**config.mk**
```make
export PLATFORM = sky130hd
export DESIGN_NAME = aqc_top
export DESIGN_NICKNAME = d
export VERILOG_FILES = /design/src/rtl/aqc_pkg.sv /design/src/rtl/aqc_txbuf.sv /design/src/rtl/aqc_top.sv
export SDC_FILE = /design/constraint.sdc
export NUM_CORES = 1
export LEC_CHECK = 0
export CORE_ASPECT_RATIO = 1.1
export CORE_MARGIN = 2
export CORE_UTILIZATION = 60
export DETAILED_ROUTE_END_ITERATION = 8
export DONT_BUFFER_PORTS = 1
export PLACE_DENSITY = 0.79
export SYNTH_ARGS = -nofsm -noshare
export SYNTH_HDL_FRONTEND = slang
export SYNTH_SLANG_ARGS = --single-unit
```
**constraint.sdc**
```tcl
create_clock -name clock -period 53.8 [get_ports clock]
set_input_delay 5.38 -clock clock [delete_from_list [all_inputs] [get_ports clock]]
set_output_delay 5.38 -clock clock [all_outputs]
set_load 0.01 [all_outputs]
```
**src/rtl/aqc_pkg.sv**
```systemverilog
// aqc_pkg: character codes, field limits and reply sizes of the query interpreter
// assumes: one byte per character, received and sent as ascii over a byte port
package aqc_pkg;
  localparam logic [7:0] CH_DOLLAR   = 8'h24;
  localparam logic [7:0] CH_HASH     = 8'h23;
  localparam logic [7:0] CH_OK       = 8'h21;
  localparam logic [7:0] CH_BAD      = 8'h3F;
  localparam logic [7:0] CH_CR       = 8'h0D;
  localparam logic [7:0] CH_ZERO     = 8'h30;
  localparam logic [7:0] CH_ONE      = 8'h31;
  localparam logic [7:0] CH_DOT      = 8'h2E;
  localparam logic [7:0] CH_C        = 8'h43;
  localparam logic [7:0] CH_F        = 8'h46;
  localparam logic [7:0] CH_L        = 8'h4C;
  localparam logic [7:0] CH_M        = 8'h4D;
  localparam int         RX_MAX      = 8;
  localparam int         TX_MAX      = 16;
  localparam int         CNT_CHANNELS = 1;
  localparam int         CNT_W        = 16;
  localparam int         DO_W         = 8;
  localparam int         DI_W         = 8;
  localparam int         NAME_LEN     = 5;
  // firmware text digits, version 01.00
  localparam logic [7:0] FW_MAJ_HI  = 8'h30;
  localparam logic [7:0] FW_MAJ_LO  = 8'h31;
  localparam logic [7:0] FW_MIN_HI  = 8'h30;
  localparam logic [7:0] FW_MIN_LO  = 8'h30;
  // module name text, arbitrary value
  localparam logic [39:0] NAME_TEXT = 40'h4D4F443031;
  typedef enum logic [1:0] {AQC_IDLE, AQC_RECV, AQC_SEND} aqc_state_t;
endpackage : aqc_pkg

```
**src/rtl/aqc_txbuf.sv**
```systemverilog
// aqc_txbuf: small reply character store with registered read data
// assumes: writer and reader on the same clock
module aqc_txbuf (
  input  wire logic       clock,
  input  wire logic       rst_n,
  input  wire logic       wr_en,
  input  wire logic [3:0] wr_addr,
  input  wire logic [7:0] wr_data,
  input  wire logic [3:0] rd_addr,
  output logic      [7:0] rd_data
);
  logic [7:0] mem_q [aqc_pkg::TX_MAX];
  logic [7:0] rd_q;

  always_ff @(posedge clock)
  begin
    if (wr_en)
    begin
      mem_q[wr_addr] <= wr_data;
    end
  end

  always_ff @(posedge clock or negedge rst_n)
  begin
    if (!rst_n)
    begin
      rd_q <= 8'h00;
    end
    else
    begin
      rd_q <= mem_q[rd_addr];
    end
  end

  assign rd_data = rd_q;
endmodule : aqc_txbuf

```
**src/rtl/aqc_top.sv**
```systemverilog
// aqc_top: ascii query interpreter for an addressed digital io module
// assumes: rx bytes arrive one per rx_valid pulse; tx drained with tx_ready
// Operation
// - latch clear resets low and high latches
// - counter clear frame: delimiter, address, C, digit
// - accepted counter clear zeroes selected counter
// - no reply on bad syntax, checksum, address
// - replies carry marker, own address except latch reads, checksum, terminator
// - missing counter channel gives invalid reply
// - firmware query replies marker, address, version
// - version text is two digits, dot, two
// - latch read selector 0 low, 1 high
// - latch reply marker, four digits, two zeros
// - low latch reads zero after clear
// - latch clear replies marker and address
// - name query replies marker, address, name
// - output status first, input status last
module aqc_top (
  input  wire logic                          clock,
  input  wire logic                          rst_n,
  input  wire logic [7:0]                    module_address,
  input  wire logic                          checksum_enable,
  input  wire logic [7:0]                    rx_data,
  input  wire logic                          rx_valid,
  input  wire logic                          rx_error,
  input  wire logic [aqc_pkg::DO_W-1:0]      do_status,
  input  wire logic [aqc_pkg::DI_W-1:0]      di_status,
  input  wire logic [aqc_pkg::CNT_CHANNELS-1:0] di_pulse,
  output logic      [7:0]                    tx_data,
  output logic                               tx_valid,
  input  wire logic                          tx_ready,
  output logic      [aqc_pkg::CNT_W-1:0]     counter_value
);
  ////////////////////////////////////////////////////////////////////////////
  // helpers
  function automatic logic [7:0] hex_char(input logic [3:0] n);
    hex_char = (n < 4'hA) ? (8'h30 + {4'h0, n}) : (8'h37 + {4'h0, n});
  endfunction : hex_char

  function automatic logic [4:0] hex_val(input logic [7:0] c);
    if (c >= 8'h30 && c <= 8'h39) hex_val = {1'b0, c[3:0]};
    else if (c >= 8'h41 && c <= 8'h46) hex_val = {1'b0, c[3:0] + 4'h9};
    else hex_val = 5'h10;
  endfunction : hex_val

  ////////////////////////////////////////////////////////////////////////////
  // state
  aqc_pkg::aqc_state_t state_q, state_d;
  logic [7:0] rx_q [aqc_pkg::RX_MAX];
  logic [7:0] rx_d [aqc_pkg::RX_MAX];
  logic [3:0] rx_len_q, rx_len_d;
  logic       rx_bad_q, rx_bad_d;
  logic [3:0] tx_len_q, tx_len_d, tx_idx_q, tx_idx_d;
  logic       tx_valid_q, tx_valid_d;
  logic [7:0] tx_data_q, tx_data_d;
  logic       fetch_q, fetch_d;
  localparam int DO_W_T = aqc_pkg::DO_W + aqc_pkg::DI_W;
  logic [DO_W_T-1:0] low_q, low_d, high_q, high_d, prev_q;
  logic       primed_q;
  logic [4:0] addr_hi, addr_lo, chan;
  logic [3:0] fill_q, fill_d;
  logic       filling_q, filling_d;
  logic [7:0] hold_q [aqc_pkg::TX_MAX];
  logic [7:0] hold_d [aqc_pkg::TX_MAX];
  logic       bwr_en;
  logic [aqc_pkg::CNT_W-1:0] cnt_q [aqc_pkg::CNT_CHANNELS];
  logic [aqc_pkg::CNT_W-1:0] cnt_d [aqc_pkg::CNT_CHANNELS];
  logic       wr_en;
  logic [3:0] wr_addr;
  logic [7:0] wr_data;
  logic [7:0] rd_data;
  logic [7:0] sum;
  logic [3:0] body;
  logic       ok;
  logic       clr_cnt, clr_latch;
  logic [DO_W_T-1:0] now;

  assign now     = {do_status, di_status};
  assign addr_hi = hex_val(rx_q[1]);
  assign addr_lo = hex_val(rx_q[2]);
  assign chan    = hex_val(rx_q[4]);
  assign bwr_en  = filling_q;
  assign wr_addr = fill_q;
  assign wr_data = hold_q[fill_q];

  aqc_txbuf u_buf (
    .clock   (clock),
    .rst_n   (rst_n),
    .wr_en   (bwr_en),
    .wr_addr (wr_addr),
    .wr_data (wr_data),
    .rd_addr (tx_idx_d),
    .rd_data (rd_data)
  );

  ////////////////////////////////////////////////////////////////////////////
  // receive, decode and build the reply
  always_comb
  begin
    state_d   = state_q;
    rx_d      = rx_q;
    rx_len_d  = rx_len_q;
    rx_bad_d  = rx_bad_q;
    tx_len_d  = tx_len_q;
    tx_idx_d  = tx_idx_q;
    tx_valid_d = tx_valid_q;
    tx_data_d = tx_data_q;
    fetch_d   = 1'b0;
    wr_en     = 1'b0;
    clr_cnt   = 1'b0;
    clr_latch = 1'b0;
    sum       = 8'h00;
    body      = rx_len_q;
    ok        = 1'b0;
    case (state_q)
      aqc_pkg::AQC_IDLE:
      begin
        if (rx_valid && (rx_data == aqc_pkg::CH_DOLLAR || rx_data == aqc_pkg::CH_HASH))
        begin
          rx_d[0]  = rx_data;
          rx_len_d = 4'h1;
          rx_bad_d = rx_error;
          state_d  = aqc_pkg::AQC_RECV;
        end
      end
      aqc_pkg::AQC_RECV:
      begin
        if (rx_valid && rx_data != aqc_pkg::CH_CR)
        begin
          if (rx_len_q < 4'(aqc_pkg::RX_MAX))
          begin
            rx_d[rx_len_q[2:0]] = rx_data;
            rx_len_d = rx_len_q + 4'h1;
          end
          else
          begin
            rx_bad_d = 1'b1;
          end
          if (rx_error)
          begin
            rx_bad_d = 1'b1;
          end
        end
        else if (rx_valid)
        begin
          // checksum strip and verify
          if (checksum_enable)
          begin
            body = rx_len_q - 4'h2;
          end
          for (int i = 0; i < aqc_pkg::RX_MAX; i++)
          begin
            if (4'(i) < body)
            begin
              sum = sum + rx_q[i];
            end
          end
          ok = !rx_bad_q && !rx_error && body >= 4'h4;
          if (checksum_enable && (rx_len_q < 4'h6 ||
              {hex_char(sum[7:4]), hex_char(sum[3:0])} !=
              {rx_q[body[2:0]], rx_q[3'(body + 4'h1)]}))
          begin
            ok = 1'b0;
          end
          if (addr_hi > 5'hF || addr_lo > 5'hF ||
              {addr_hi[3:0], addr_lo[3:0]} != module_address)
          begin
            ok = 1'b0;
          end
          tx_len_d = 4'h0;
          state_d  = aqc_pkg::AQC_IDLE;
          if (ok)
          begin
            // default ok answer with address
            tx_len_d = 4'h3;
            wr_en = 1'b1;
            if (rx_q[0] == aqc_pkg::CH_DOLLAR && rx_q[3] == aqc_pkg::CH_C && body == 4'h4)
            begin
              clr_latch = 1'b1;
              tx_len_d  = 4'h3;
            end
            else if (rx_q[0] == aqc_pkg::CH_DOLLAR && rx_q[3] == aqc_pkg::CH_C && body == 4'h5)
            begin
              if (hex_val(rx_q[4]) < 5'(aqc_pkg::CNT_CHANNELS) && rx_q[4] <= 8'h39)
              begin
                clr_cnt = 1'b1;
              end
              else
              begin
                tx_len_d = 4'hF;
              end
            end
            else if (rx_q[0] == aqc_pkg::CH_DOLLAR && rx_q[3] == aqc_pkg::CH_F && body == 4'h4)
            begin
              tx_len_d = 4'h8;
            end
            else if (rx_q[0] == aqc_pkg::CH_DOLLAR && rx_q[3] == aqc_pkg::CH_L && body == 4'h5 &&
                     (rx_q[4] == aqc_pkg::CH_ZERO || rx_q[4] == aqc_pkg::CH_ONE))
            begin
              tx_len_d = 4'h7;
            end
            else if (rx_q[0] == aqc_pkg::CH_DOLLAR && rx_q[3] == aqc_pkg::CH_M && body == 4'h4)
            begin
              tx_len_d = 4'(3 + aqc_pkg::NAME_LEN);
            end
            else if (rx_q[0] == aqc_pkg::CH_HASH && body == 4'h4 &&
                     hex_val(rx_q[3]) >= 5'(aqc_pkg::CNT_CHANNELS))
            begin
              tx_len_d = 4'hF;
            end
            else
            begin
              ok = 1'b0;
              wr_en = 1'b0;
              tx_len_d = 4'h0;
            end
            if (ok)
            begin
              tx_idx_d = 4'h0;
              state_d  = aqc_pkg::AQC_SEND;
            end
          end
        end
      end
      aqc_pkg::AQC_SEND:
      begin
        // first fetch only once the whole image sits in the store
        if (filling_q && fill_q == 4'hF)
        begin
          fetch_d = 1'b1;
        end
        if (tx_valid_q && tx_ready)
        begin
          tx_valid_d = 1'b0;
          tx_idx_d   = tx_idx_q + 4'h1;
          fetch_d    = 1'b1;
        end
        if (fetch_q)
        begin
          if (tx_idx_q < tx_len_q)
          begin
            tx_data_d  = rd_data;
            tx_valid_d = 1'b1;
          end
          else
          begin
            state_d = aqc_pkg::AQC_IDLE;
          end
        end
      end
      default:
      begin
        state_d = aqc_pkg::AQC_IDLE;
      end
    endcase
  end

  ////////////////////////////////////////////////////////////////////////////
  // reply image: built from decoded length, then filled per character
  logic [7:0] img [aqc_pkg::TX_MAX];
  logic [7:0] csum;
  logic [3:0] n, send_len;
  logic [DO_W_T-1:0] latch_sel;

  always_comb
  begin
    n = (tx_len_d == 4'hF) ? 4'h3 : tx_len_d;
    send_len = wr_en ? 4'(n + (checksum_enable ? 4'h3 : 4'h1)) : tx_len_q;
    latch_sel = (rx_q[4] == aqc_pkg::CH_ONE) ? high_q : low_q;
    for (int i = 0; i < aqc_pkg::TX_MAX; i++)
    begin
      img[i] = aqc_pkg::CH_CR;
    end
    img[0] = (tx_len_d == 4'hF) ? aqc_pkg::CH_BAD : aqc_pkg::CH_OK;
    img[1] = hex_char(module_address[7:4]);
    img[2] = hex_char(module_address[3:0]);
    if (tx_len_d == 4'h8 && rx_q[3] == aqc_pkg::CH_F)
    begin
      img[3] = aqc_pkg::FW_MAJ_HI;
      img[4] = aqc_pkg::FW_MAJ_LO;
      img[5] = aqc_pkg::CH_DOT;
      img[6] = aqc_pkg::FW_MIN_HI;
      img[7] = aqc_pkg::FW_MIN_LO;
    end
    else if (tx_len_d == 4'h7)
    begin
      img[1] = hex_char(latch_sel[15:12]);
      img[2] = hex_char(latch_sel[11:8]);
      img[3] = hex_char(latch_sel[7:4]);
      img[4] = hex_char(latch_sel[3:0]);
      img[5] = aqc_pkg::CH_ZERO;
      img[6] = aqc_pkg::CH_ZERO;
    end
    else if (tx_len_d == 4'h8)
    begin
      for (int k = 0; k < aqc_pkg::NAME_LEN; k++)
      begin
        img[3 + k] = aqc_pkg::NAME_TEXT[8 * (aqc_pkg::NAME_LEN - 1 - k) +: 8];
      end
    end
    csum = 8'h00;
    for (int i = 0; i < aqc_pkg::TX_MAX; i++)
    begin
      if (4'(i) < n)
      begin
        csum = csum + img[i];
      end
    end
    if (checksum_enable)
    begin
      img[n] = hex_char(csum[7:4]);
      img[4'(n + 4'h1)] = hex_char(csum[3:0]);
    end
  end

  ////////////////////////////////////////////////////////////////////////////
  // latches and counters
  always_comb
  begin
    low_d  = low_q | (prev_q & ~now);
    high_d = high_q | (~prev_q & now);
    if (clr_latch)
    begin
      low_d  = prev_q & ~now;
      high_d = ~prev_q & now;
    end
    if (!primed_q)
    begin
      low_d  = low_q;
      high_d = high_q;
    end
    for (int c = 0; c < aqc_pkg::CNT_CHANNELS; c++)
    begin
      cnt_d[c] = cnt_q[c] + (di_pulse[c] ? 16'h0001 : 16'h0000);
      if (clr_cnt && chan[3:0] == 4'(c))
      begin
        cnt_d[c] = '0;
      end
    end
  end

  // reply image written as a whole into the store, one slot per clock
  always_comb
  begin
    hold_d    = hold_q;
    fill_d    = fill_q;
    filling_d = filling_q;
    if (wr_en)
    begin
      hold_d    = img;
      fill_d    = 4'h0;
      filling_d = 1'b1;
    end
    else if (filling_q)
    begin
      fill_d    = fill_q + 4'h1;
      filling_d = (fill_q != 4'hF);
    end
  end

  always_ff @(posedge clock or negedge rst_n)
  begin
    if (!rst_n)
    begin
      state_q    <= aqc_pkg::AQC_IDLE;
      rx_len_q   <= 4'h0;
      rx_bad_q   <= 1'b0;
      tx_len_q   <= 4'h0;
      tx_idx_q   <= 4'h0;
      tx_valid_q <= 1'b0;
      tx_data_q  <= 8'h00;
      fetch_q    <= 1'b0;
      low_q      <= '0;
      high_q     <= '0;
      prev_q     <= '0;
      primed_q   <= 1'b0;
      fill_q     <= 4'h0;
      filling_q  <= 1'b0;
      for (int i = 0; i < aqc_pkg::RX_MAX; i++)
      begin
        rx_q[i] <= 8'h00;
      end
      for (int i = 0; i < aqc_pkg::TX_MAX; i++)
      begin
        hold_q[i] <= 8'h00;
      end
      for (int c = 0; c < aqc_pkg::CNT_CHANNELS; c++)
      begin
        cnt_q[c] <= '0;
      end
    end
    else
    begin
      state_q    <= state_d;
      rx_q       <= rx_d;
      rx_len_q   <= rx_len_d;
      rx_bad_q   <= rx_bad_d;
      tx_len_q   <= send_len;
      tx_idx_q   <= tx_idx_d;
      tx_valid_q <= tx_valid_d;
      tx_data_q  <= tx_data_d;
      fetch_q    <= fetch_d;
      low_q      <= low_d;
      high_q     <= high_d;
      prev_q     <= now;
      primed_q   <= 1'b1;
      fill_q     <= fill_d;
      filling_q  <= filling_d;
      hold_q     <= hold_d;
      cnt_q      <= cnt_d;
    end
  end

  assign tx_data       = tx_data_q;
  assign tx_valid      = tx_valid_q;
  assign counter_value = cnt_q[0];
endmodule : aqc_top

```
* Yosys cells after proc, flatten, opt, wreduce, memory -nomap -nowiden
Memory sizes are Yosys's and may differ from the RTL's. A register that Yosys moved wholly into a read port is not among the register bits. Index checks and enable logic that the tools add are counted.
Storage, ports and cells: output and inout bits 25, memories kept 1, bits in writable memories 128, register bits 287, input port bits 39
Cells by class: bitwise operators 12, $add $sub $neg 54, $lt $le $gt $ge 67, reduce and logical (&&, ||, !) cells 50, multiplexer cells 199, eq/ne operators 30
Memory list:
- u_buf.mem_q | depth 16, width 8, read ports 1, clocked after memory_dff 1, write ports 1, line aqc_txbuf.sv:12 | logic [7:0] mem_q [aqc_pkg::TX_MAX];
Operator list (number):
- $mux 8 | 58
- $bwmux 128 | 2
- $add 6x4->7 const A | 20
- $mux 128 | 1
- $mux 64 | 2
- $mux 5 | 24
- $add 8x8->8 | 14
- $mux 4 | 26
- $mux 16 | 5
- $mux 39 | 2
- $mux 7 | 10
- $add 8x4->8 const B | 8
- $bwmux 64 | 1
- $demux 8 s4 | 2
- $bmux 8 s3 | 2
- $eq 8x6->1 const B | 6
- $mux 1 | 46
- $lt 4x4->1 const B | 11
- $logic_and 1x1->1 | 33
- $and 16x16->16 | 2
- $bmux 8 s4 | 1
- $eq 8x7->1 const B | 4
- $ge 8x6->1 const B | 4
- $ge 8x7->1 const B | 4
- other kinds (52) | 124

* Depth between registers and ports, before layout
Gate-level depths: netlist of run 1.
depth in word-level cells 110, depth in mapped cells 108

* By module
Synthesis of run 1 repeated with hierarchy kept, for this count alone.
Second synthesis, totals: cells, all modules 2846, area, all modules 28404.7 µm²
By module, submodules not included:
- aqc_top | area each 23217.3 µm², instances 1, cells each 2617
- aqc_txbuf | area each 5187.5 µm², instances 1, cells each 229

* Worst setup path after synthesis of run 1
No wires, ideal clock.
path type input-to-reg, from input port checksum_enable, to register hold_q[76] (netlist name), data required time 53.672 ns, path slack 27.046 ns, stages on the path 102, arrival time 26.627 ns, path through buf_2 -> xnor2_2 -> ha_1 -> clkbuf_1 -> a41oi_1 -> clkbuf_1 -> and2_1 -> ha_1 -> clkbuf_1 -> inv_1 -> nor3_1 -> a21boi_1 -> xnor2_1 -> mux2i_1 -> inv_1 -> ha_1 -> a21oi_1 -> nand2_1 -> (+66 left out) -> ha_1 -> mux2_2 -> ha_1 -> mux2_2 -> ha_1 -> mux2_2 -> ha_1 -> nor4b_1 -> mux2i_1 -> and3_1 -> a221oi_1 -> o22ai_1 -> a2111oi_4 -> xor2_1 -> a21boi_4 -> mux2i_1 -> o211ai_2 -> mux2_1
Between the ends: word-level cells in the longest chain between the ends 97
RTL lines:
- from (decl) | line aqc_top.sv:22 | input wire logic checksum_enable,
- $mux 4 | line aqc_top.sv:147 | if (checksum_enable)
- $mux 4 | line aqc_top.sv:144 | else if (rx_valid)
- $mux 4 | line aqc_top.sv:128 | if (rx_valid && rx_data != aqc_pkg::CH_CR)
- $mux 4 | line aqc_top.sv:115 | case (state_q)
- $lt 1x4->1 | line aqc_top.sv:153 | if (4'(i) < body)
- $mux 8 | line aqc_top.sv:153
- $mux 8 | line aqc_top.sv:144
- $mux 8 | line aqc_top.sv:128
- (+81 left out)
- $mux 8 | line aqc_top.sv:304 | if (4'(i) < n)
- $add 8x4->8 | line aqc_top.sv:306 | csum = csum + img[i];
- $mux 8 | line aqc_top.sv:304
- $add 6x4->7 or $lt 4x4->1 (tied branches) | line aqc_top.sv:37 | hex_char = (n < 4'hA) ? (8'h30 + {4'h0, n}) : (8'h37 + {4'h0, n});
- $mux 7 | line aqc_top.sv:37
- $bwmux 128 | line aqc_top.sv:311 | img[n] = hex_char(csum[7:4]);
- $bwmux 128 | line aqc_top.sv:312 | img[4'(n + 4'h1)] = hex_char(csum[3:0]);
- $mux 128 | line aqc_top.sv:309 | if (checksum_enable)
- to (signal assigned) | line aqc_top.sv:409 | hold_q <= hold_d;
- to (decl) | line aqc_top.sv:63 | logic [7:0] hold_q [aqc_pkg::TX_MAX];
Parallel ways exist; a longest one is shown, timed or not. The select of a mux whose other input is x is not followed. A chain may end at the register's enable or synchronous reset.

* Worst setup path after layout of run 1
Ends and elaborated chain as after synthesis.

==> results.txt, run 1 <==
----------------------------------------------------
[Outcome]
  Status ... finished clean

[Place]
  Sum of net half-perimeters after detailed placement ... 59600 um
  Placed insts ... 3242
  Placer Congestion ... 1.00
  Buffers on Ports ... 0

[Drt]
  Via Count ... 22500
  Routed WL per cell ... 24.7 um
  Detail-routed via count per cell ... 6.79
  Violation count after the first detailed-route iteration ... 2243
  Final Routed Wirelength ... 81900 um
  Detailed-routing iteration count for the pre-antenna-repair pass ... 6
  DR DRC count ... 0
  Number of nets still failing antenna checks after routing ... 0

[Synthesis]
  Dominant cells by area after synthesis ... sky130_fd_sc_hd__dfrtp_1 25%, sky130_fd_sc_hd__edfxtp_1 12%, sky130_fd_sc_hd__mux4_2 7.8%
  Number of warnings reported in the yosys synthesis log ... 0
  Post-synth design cell area ... 27300 sq um
  Synthesized netlist cell count ... 2756
  Unique masters post-synth ... 109
  Number of enable flip-flop cells after synthesis ... 112
  Prevailing post-synth register cell ... sky130_fd_sc_hd__dfrtp_1
  Register bit total from synthesis ... 389
  Async set-reset flop share out of synthesis ... 71.2%
  Cell taking the most area after synthesis ... sky130_fd_sc_hd__dfrtp_1
  Syn_nets ... 2956
  Mean instance size in the synthesized netlist ... 9.92 sq um
  Post-synth top area share ... 25.4%
  Sequential share of the synthesized area ... 37.7%

[STA]
  Setup repair after global routing missed its margin ... false
  Clock period minus final worst setup slack ... 29720 ps
  Slew of the pin with the lowest slew margin ... 1090 ps
  Hold violation count in the final report ... 0
  Post-route setup TNS ... 0 ps
  Final Cycle Share ... 55.2%
  Achievable frequency ... 33.6 MHz
  Tightest hold margin ... 462 ps
  Setup skew after layout ... 14.7 ps
  Final Max Tran Viols ... 0
  Relative max-transition margin ... 27.5%
  Number of failing setup endpoints in the final timing report ... 0

[Final layout]
  Most common library cell in the layout ignoring fill and taps ... sky130_fd_sc_hd__nand2_1
  Commonest non-fill, non-tap cells in the layout ... 304 x sky130_fd_sc_hd__nand2_1, 276 x sky130_fd_sc_hd__dfrtp_1, 172 x sky130_fd_sc_hd__nor2_1
  Number of nets in the layout ... 2897
  Area added between synthesis and finish ... 7.09%
  Number of inserted diodes ... 0
  Non-filler instance count after layout ... 3316
  Count of fill cells added during filler insertion ... 3525
  Fraction of final layout cells sized beyond drive strength 1 ... 12.1%

[CTS]
  Count of buffers added by post-CTS timing repair for setup ... 0
  CTS sink count ... 389
  Buffer levels on the longest clock path ... 3
  Post-CTS Resized ... 0
  Worst-path clk slew ... 60 ps
  CTS root buf ... sky130_fd_sc_hd__clkbuf_16
  TritonCTS Buffers ... 41
  TritonCTS clock tree ... yes
  H-tree Lvls ... 2
  CTS hold repair buffers ... 0
  Source-to-sink clock delay at the later pin of the worst-skew pair ... 570 ps

[GRT]
  Number of global-route vias before repair ... 22800
  Wire length of the first global-routing pass ... 129000 um
  Overall fraction of global-route tracks in use ... 34.7%
  GRT overflow ... 0
  Initial antenna violation count ... 0
  Pin count of the biggest net entering global routing ... 278

[Setup path]
  Critical path launch point type ... input port
  Required time at the endpoint of the critical path ... 54240 ps
  Dominant cell type by count on the critical path ... sky130_fd_sc_hd__ha_1
  Largest driver fanout on the critical path ... 50
  Kind of critical path ... input port to flip-flop
  Crit-path slowest cell ... sky130_fd_sc_hd__o21ai_2
  Arrival time at the worst endpoint ... 30160 ps
  Crit. End Element ... flip-flop
  Worst path top cell family by delay ... compound AO/OA/AOI/OAI gates
  CP max stage delay ... 770 ps
  Worst path buffer plus inverter count ... 9

[Worst hold path]
  Class of the tightest hold or removal check ... flip-flop to flip-flop

[Floorplanning]
  Num rows ... 82
  Die footprint ... 47300 sq um
  Number of top-level pins ... 64
  Initial core utilization ... 60.4%
  Horizontal extent of the die ... 208 um
  Die Y ... 228 um
  Placeable core area ... 45200 sq um

[Job]
  Max-cap violation count ... 0

----------------------------------------------------
==> worst register-to-register path: cells and delay by family (launching register included) <==
kind | cells | cell delay [ps]
DFF | 1 | 820
AOI/OAI and AO/OA | 29 | 8190
and+or+nand+nor | 24 | 3820
muxes | 5 | 1590
adders and majority gates | 20 | 7950
xor gates and xnor gates | 7 | 2010
buffers and inverters | 10 | 1250
==> layout make-up <==
type	instances	area, sq um	area share [%]
clock buffer	59	1220	4.15
multi-input combinational	2125	16200	55.2
sequential	389	10300	35.2
tap	588	736	2.51
timing repair buffer	23	173	0.590
clock inverter	15	263	0.897
inverter	117	439	1.50
==> registers in the layout, indices dropped and copies added, names as in the netlist <==
register       count
bwr_en             1
counter_value     16
fetch_q            1
fill_q             4
high_q            16
hold_q           112
low_q             16
prev_q            16
primed_q           1
rx_bad_q           1
rx_len_q           4
rx_q              64
state_q            2
tx_data            7
tx_idx_q           4
tx_len_q           4
tx_valid           1
u_buf.mem_q      112
u_buf.rd_data      7
==> routing by layer <==
metal | vias up | track usage, % | wire [um]
met3 | 299 | 5.13 | 6000
met1 | 11100 | 43.5 | 31400
met2 | 1046 | 58.3 | 39400
li1 | 10100 | - | -
met4 | 0 | 18.6 | 4990
met5 | - | 0 | 0
==> cells in the mapped netlist, types with 23 or more instances <==
cell type / count
sky130_fd_sc_hd__a211oi_1: 33
sky130_fd_sc_hd__o21ai_0: 144
sky130_fd_sc_hd__mux2i_1: 57
sky130_fd_sc_hd__a21oi_1: 157
sky130_fd_sc_hd__nand3b_1: 23
sky130_fd_sc_hd__a21o_1: 49
sky130_fd_sc_hd__and3_1: 32
sky130_fd_sc_hd__dfrtp_1: 277
sky130_fd_sc_hd__a31oi_1: 33
sky130_fd_sc_hd__xnor2_1: 90
sky130_fd_sc_hd__edfxtp_1: 112
sky130_fd_sc_hd__mux4_2: 95
sky130_fd_sc_hd__nor2_1: 173
sky130_fd_sc_hd__nor3_1: 49
sky130_fd_sc_hd__nand2b_1: 45
sky130_fd_sc_hd__ha_1: 149
sky130_fd_sc_hd__and2_1: 60
sky130_fd_sc_hd__nand2_1: 304
sky130_fd_sc_hd__clkbuf_1: 96
sky130_fd_sc_hd__mux2_2: 79
sky130_fd_sc_hd__nand3_1: 59
sky130_fd_sc_hd__o21a_1: 29
sky130_fd_sc_hd__nor2b_1: 38
sky130_fd_sc_hd__xor2_1: 52
sky130_fd_sc_hd__inv_1: 105
==> per-stage QoR <==
stage	cell area [sq um]	utilization, %	setup WS (ps)
6_report	29300	64.7	24080
5_1_grt	29300	64.7	22460
4_1_cts	29300	64.7	24470
3_5_place_dp	27800	61.4	23980
3_3_place_gp	27800	61.4	24690
2_1_floorplan	27300	-	27050
==> cell families (layout without fill, tap and decap cells) <==
| family | Yosys count | in the layout | synth area share (%) |
|---|---|---|---|
| mux | 232 | 232 | 13.2 |
| fa+ha+maj | 162 | 162 | 7.73 |
| compound gates | 690 | 690 | 17.0 |
| flops | 389 | 389 | 37.7 |
| buf+inv | 242 | 214 | 3.39 |
| other cells | 2 | 2 | 0.0275 |
| simple gates | 892 | 892 | 16.2 |
| xor+xnor | 147 | 147 | 4.87 |
==> worst paths after layout <==
path	startpoint	cells after the start	slack, ps	to
setup / recovery	checksum_enable	95	24080	hold_q[76]
min in group asynchronous	rst_n	0	4500	prev_q[6]
max in group asynchronous	rst_n	0	48600	fill_q[0]
hold / removal	prev_q[13]	1	460	high_q[13]
setup reg to reg	rx_len_q[1]	95	28030	hold_q[76]
hold reg to reg	prev_q[13]	1	460	high_q[13]
Power of run 1 is not shown: default switching activity piles up to over one toggle a cycle in this logic, so the estimate is an artifact.
==> inputs of run 2 (changes only) <==
Settings changed: ABC_AREA from default to 1, CORE_UTILIZATION 60 to 59, PLACE_DENSITY 0.79 to 0.81.
Clock period 53.8 ns to 26.4 ns, I/O delays scaled along.
==> run 2 against run 1 <==
First-iteration DRC count is 11% higher. Sequential share of layout area is 0.71 points lower. Count of clock-buffer cells in the layout is 3 lower. Core utilization is 0.91 points lower. Critical path depth is 29 higher. Via count is 14% higher. Flip-flop and latch count stayed put. Synthesized cell count is 38% higher. Register-to-register slack worse by 24000 ps. Global-route usage is 2.2 points lower. Critical endpoint is now hold_q[92]. Highest routed layer is now met5.
==> results.txt, run 2 <==
----------------------------------------------------
[Floorplanning]
  Number of top-level pins ... 64 (unchanged)
  Horizontal extent of the die ... 212 um (+2.1%)
  Die Y ... 233 um (+2.1%)
  Placeable core area ... 46800 sq um (+3.5%)
  Initial core utilization ... 59.9% (-0.56 points)
  Num rows ... 83 (+1.2%)
  Die footprint ... 49300 sq um (+4.2%)

[CTS]
  CTS root buf ... sky130_fd_sc_hd__clkbuf_16
  Source-to-sink clock delay at the later pin of the worst-skew pair ... 600 ps (+30 ps)
  TritonCTS Buffers ... 40 (-2.4%)
  Post-CTS Resized ... 0 (unchanged)
  CTS sink count ... 389 (unchanged)
  CTS hold repair buffers ... 0 (unchanged)
  Buffer levels on the longest clock path ... 3 (unchanged)
  Count of buffers added by post-CTS timing repair for setup ... 0 (unchanged)
  Worst-path clk slew ... 60 ps (about the same)
  H-tree Lvls ... 2 (unchanged)
  TritonCTS clock tree ... yes

[STA]
  Relative max-transition margin ... 22.6% (-4.9 points)
  Final Cycle Share ... 88.6%
  Post-route setup TNS ... 0 ps (unchanged)
  Min setup slack post-route ... 3000 ps (-21080 ps)
  Slew of the pin with the lowest slew margin ... 1150 ps (+65.2 ps)
  Achievable frequency ... 42.7 MHz
  Number of failing setup endpoints in the final timing report ... 0 (unchanged)
  Setup skew after layout ... 28.3 ps (+13.6 ps)
  Setup repair after global routing missed its margin ... false
  Hold violation count in the final report ... 0 (unchanged)
  Clock period minus final worst setup slack ... 23400 ps
  Final Max Tran Viols ... 0 (unchanged)

[Setup path]
  CP max stage delay ... 660 ps (-110 ps)
  Arrival time at the worst endpoint ... 23870 ps (-6290 ps)
  Crit-path slowest cell ... sky130_fd_sc_hd__clkinv_1
  Required time at the endpoint of the critical path ... 26870 ps (-27370 ps)
  Dominant cell type by count on the critical path ... sky130_fd_sc_hd__nand2_1
  Critical path launch point type ... input port
  Kind of critical path ... input port to flip-flop
  Worst path top cell family by delay ... adder cells
  Number of cells on the worst reg-to-reg path ... 124 (+31%)
  Reg-to-reg slack, setup ... 4510 ps (-23520 ps)
  Worst reg2reg endpoint ... hold_q[92]
  Worst path buffer plus inverter count ... 19 (+10)
  Crit. End Element ... flip-flop
  Largest driver fanout on the critical path ... 37 (-26%)
  RR Startpoint ... rx_len_q[1]

[Synthesis]
  Async set-reset flop share out of synthesis ... 71.2% (unchanged)
  Post-synth top area share ... 24.7% (-0.63 points)
  Synthesized netlist cell count ... 3808 (+38%)
  Dominant cells by area after synthesis ... sky130_fd_sc_hd__dfrtp_1 25%, sky130_fd_sc_hd__nand2_1 12%, sky130_fd_sc_hd__edfxtp_1 12%
  Mean instance size in the synthesized netlist ... 7.36 sq um (-26%)
  Number of warnings reported in the yosys synthesis log ... 0 (unchanged)
  Most used standard cells in the synthesized netlist ... 932 x sky130_fd_sc_hd__nand2_1, 494 x sky130_fd_sc_hd__inv_1, 357 x sky130_fd_sc_hd__o21ai_0, 321 x sky130_fd_sc_hd__nor2_1, 277 x sky130_fd_sc_hd__dfrtp_1
  Prevailing post-synth register cell ... sky130_fd_sc_hd__dfrtp_1
  Post-synth design cell area ... 28000 sq um (+2.6%)
  Sequential share of the synthesized area ... 36.7% (-0.94 points)
  Cell taking the most area after synthesis ... sky130_fd_sc_hd__dfrtp_1
  Number of enable flip-flop cells after synthesis ... 112 (unchanged)
  Register bit total from synthesis ... 389 (unchanged)
  Unique masters post-synth ... 71 (-35%)
  Most frequent cell after synthesis ... sky130_fd_sc_hd__nand2_1
  Syn_nets ... 4009 (+36%)

[Place]
  Pre-CTS worst setup slack ... 2710 ps (-21270 ps)
  Placer Congestion ... 0.995 (-0.89%)
  Buffers on Ports ... 0 (unchanged)
  Sum of net half-perimeters after detailed placement ... 56500 um (-5.1%)

[Drt]
  Final Routed Wirelength ... 78900 um (-3.6%)
  Detail-routed via count per cell ... 5.80 (-15%)
  Violation count after the first detailed-route iteration ... 2488 (+11%)
  DR DRC count ... 0 (unchanged)
  Via Count ... 25600 (+14%)
  Number of nets still failing antenna checks after routing ... 0 (unchanged)
  Detailed-routing iteration count for the pre-antenna-repair pass ... 6 (unchanged)
  Routed WL per cell ... 17.9 um (-28%)

[GRT]
  GRT overflow ... 0 (unchanged)
  Initial antenna violation count ... 1 (+1)
  Wire length of the first global-routing pass ... 127000 um (-1.7%)
  Pin count of the biggest net entering global routing ... 278 (unchanged)
  Number of global-route vias before repair ... 24500 (+7.6%)
  Overall fraction of global-route tracks in use ... 32.5% (-2.2 points)

[Job]
  Max-cap violation count ... 0 (unchanged)

[Final layout]
  Commonest non-fill, non-tap cells in the layout ... 932 x sky130_fd_sc_hd__nand2_1, 494 x sky130_fd_sc_hd__inv_1, 356 x sky130_fd_sc_hd__o21ai_0
  Top Registers ... hold_q (112), u_buf.mem_q (112), rx_q (64)
  Number of inserted diodes ... 0 (unchanged)
  Most common library cell in the layout ignoring fill and taps ... sky130_fd_sc_hd__nand2_1
  Count of fill cells added during filler insertion ... 4065 (+15%)
  Number of nets in the layout ... 3951 (+36%)
  Fraction of final layout cells sized beyond drive strength 1 ... 7.75% (-4.3 points)
  Area added between synthesis and finish ... 6.56%

[Worst hold path]
  Hold path depth ... 2 (+1)
  Class of the tightest hold or removal check ... flip-flop to flip-flop
  End point of the worst hold path ... hold_q[43]
  Launch point of the worst hold path ... hold_q[43]

[Outcome]
  Status ... finished clean

----------------------------------------------------
run 2: cells by family (layout without fill, tap and decap cells):
| group | count (synthesis) | count (layout) | share of synthesized area (%) |
|---|---|---|---|
| xor gates and xnor gates | 72 | 72 | 2.34 |
| and+or+nand+nor | 1759 | 1759 | 28.3 |
| DFF | 389 | 389 | 36.7 |
| buffers and inverters | 658 | 630 | 9.19 |
| other | 2 | 2 | 0.0268 |
| muxes | 14 | 14 | 0.500 |
| adders and majority gates | 162 | 162 | 7.55 |
| AOI/OAI and AO/OA | 752 | 752 | 15.4 |
run 2: final cells by class:
cell class | count | area (sq um) | share of cell area, %
inverter | 537 | 2030 | 6.81
multi-input combinational | 2761 | 15200 | 50.8
timing repair buffer | 21 | 158 | 0.528
clock inverter | 16 | 307 | 1.03
tap | 637 | 797 | 2.67
clock buffer | 56 | 1100 | 3.69
sequential | 389 | 10300 | 34.5
run 2: per-layer routing:
metal / vias to the layer above / global-route usage [%] / wire length [um]
li1: 12500 / - / -
met1: 11900 / 40.7 / 31900
met2: 1022 / 54.0 / 36700
met3: 260 / 4.31 / 5380
met4: 2 / 18.9 / 4960
met5: - / 0 / 11
run 2: worst min-delay path: stages (launching register included):
cell                      delay, ps
sky130_fd_sc_hd__dfrtp_1        320
sky130_fd_sc_hd__inv_1           40
sky130_fd_sc_hd__nand2_1         50
run 2: worst max path at each step:
stage                        to  slack (ps)       startpoint  depth (start not counted)
global route        hold_q[102]        1050  checksum_enable                        123
floorplan           hold_q[100]        5300  checksum_enable                        118
CTS                  hold_q[94]        3200  checksum_enable                        123
finish               hold_q[92]        3000  checksum_enable                        124
global placement    hold_q[102]        3210  checksum_enable                        125
detailed placement   hold_q[92]        2710  checksum_enable                        128
run 2: stage by stage:
stage	cells	util [%]	hold slack (ps)	cell area, sq um
final	4417	63.8	451	29900
after global routing	4417	63.8	475	29900
after detailed placement	4345	60.8	439	28500
after CTS	4417	63.8	454	29900
after floorplan	3808	-	423	28000
after global placement	4345	60.8	433	28500
Power of run 2 is left out for the same reason.
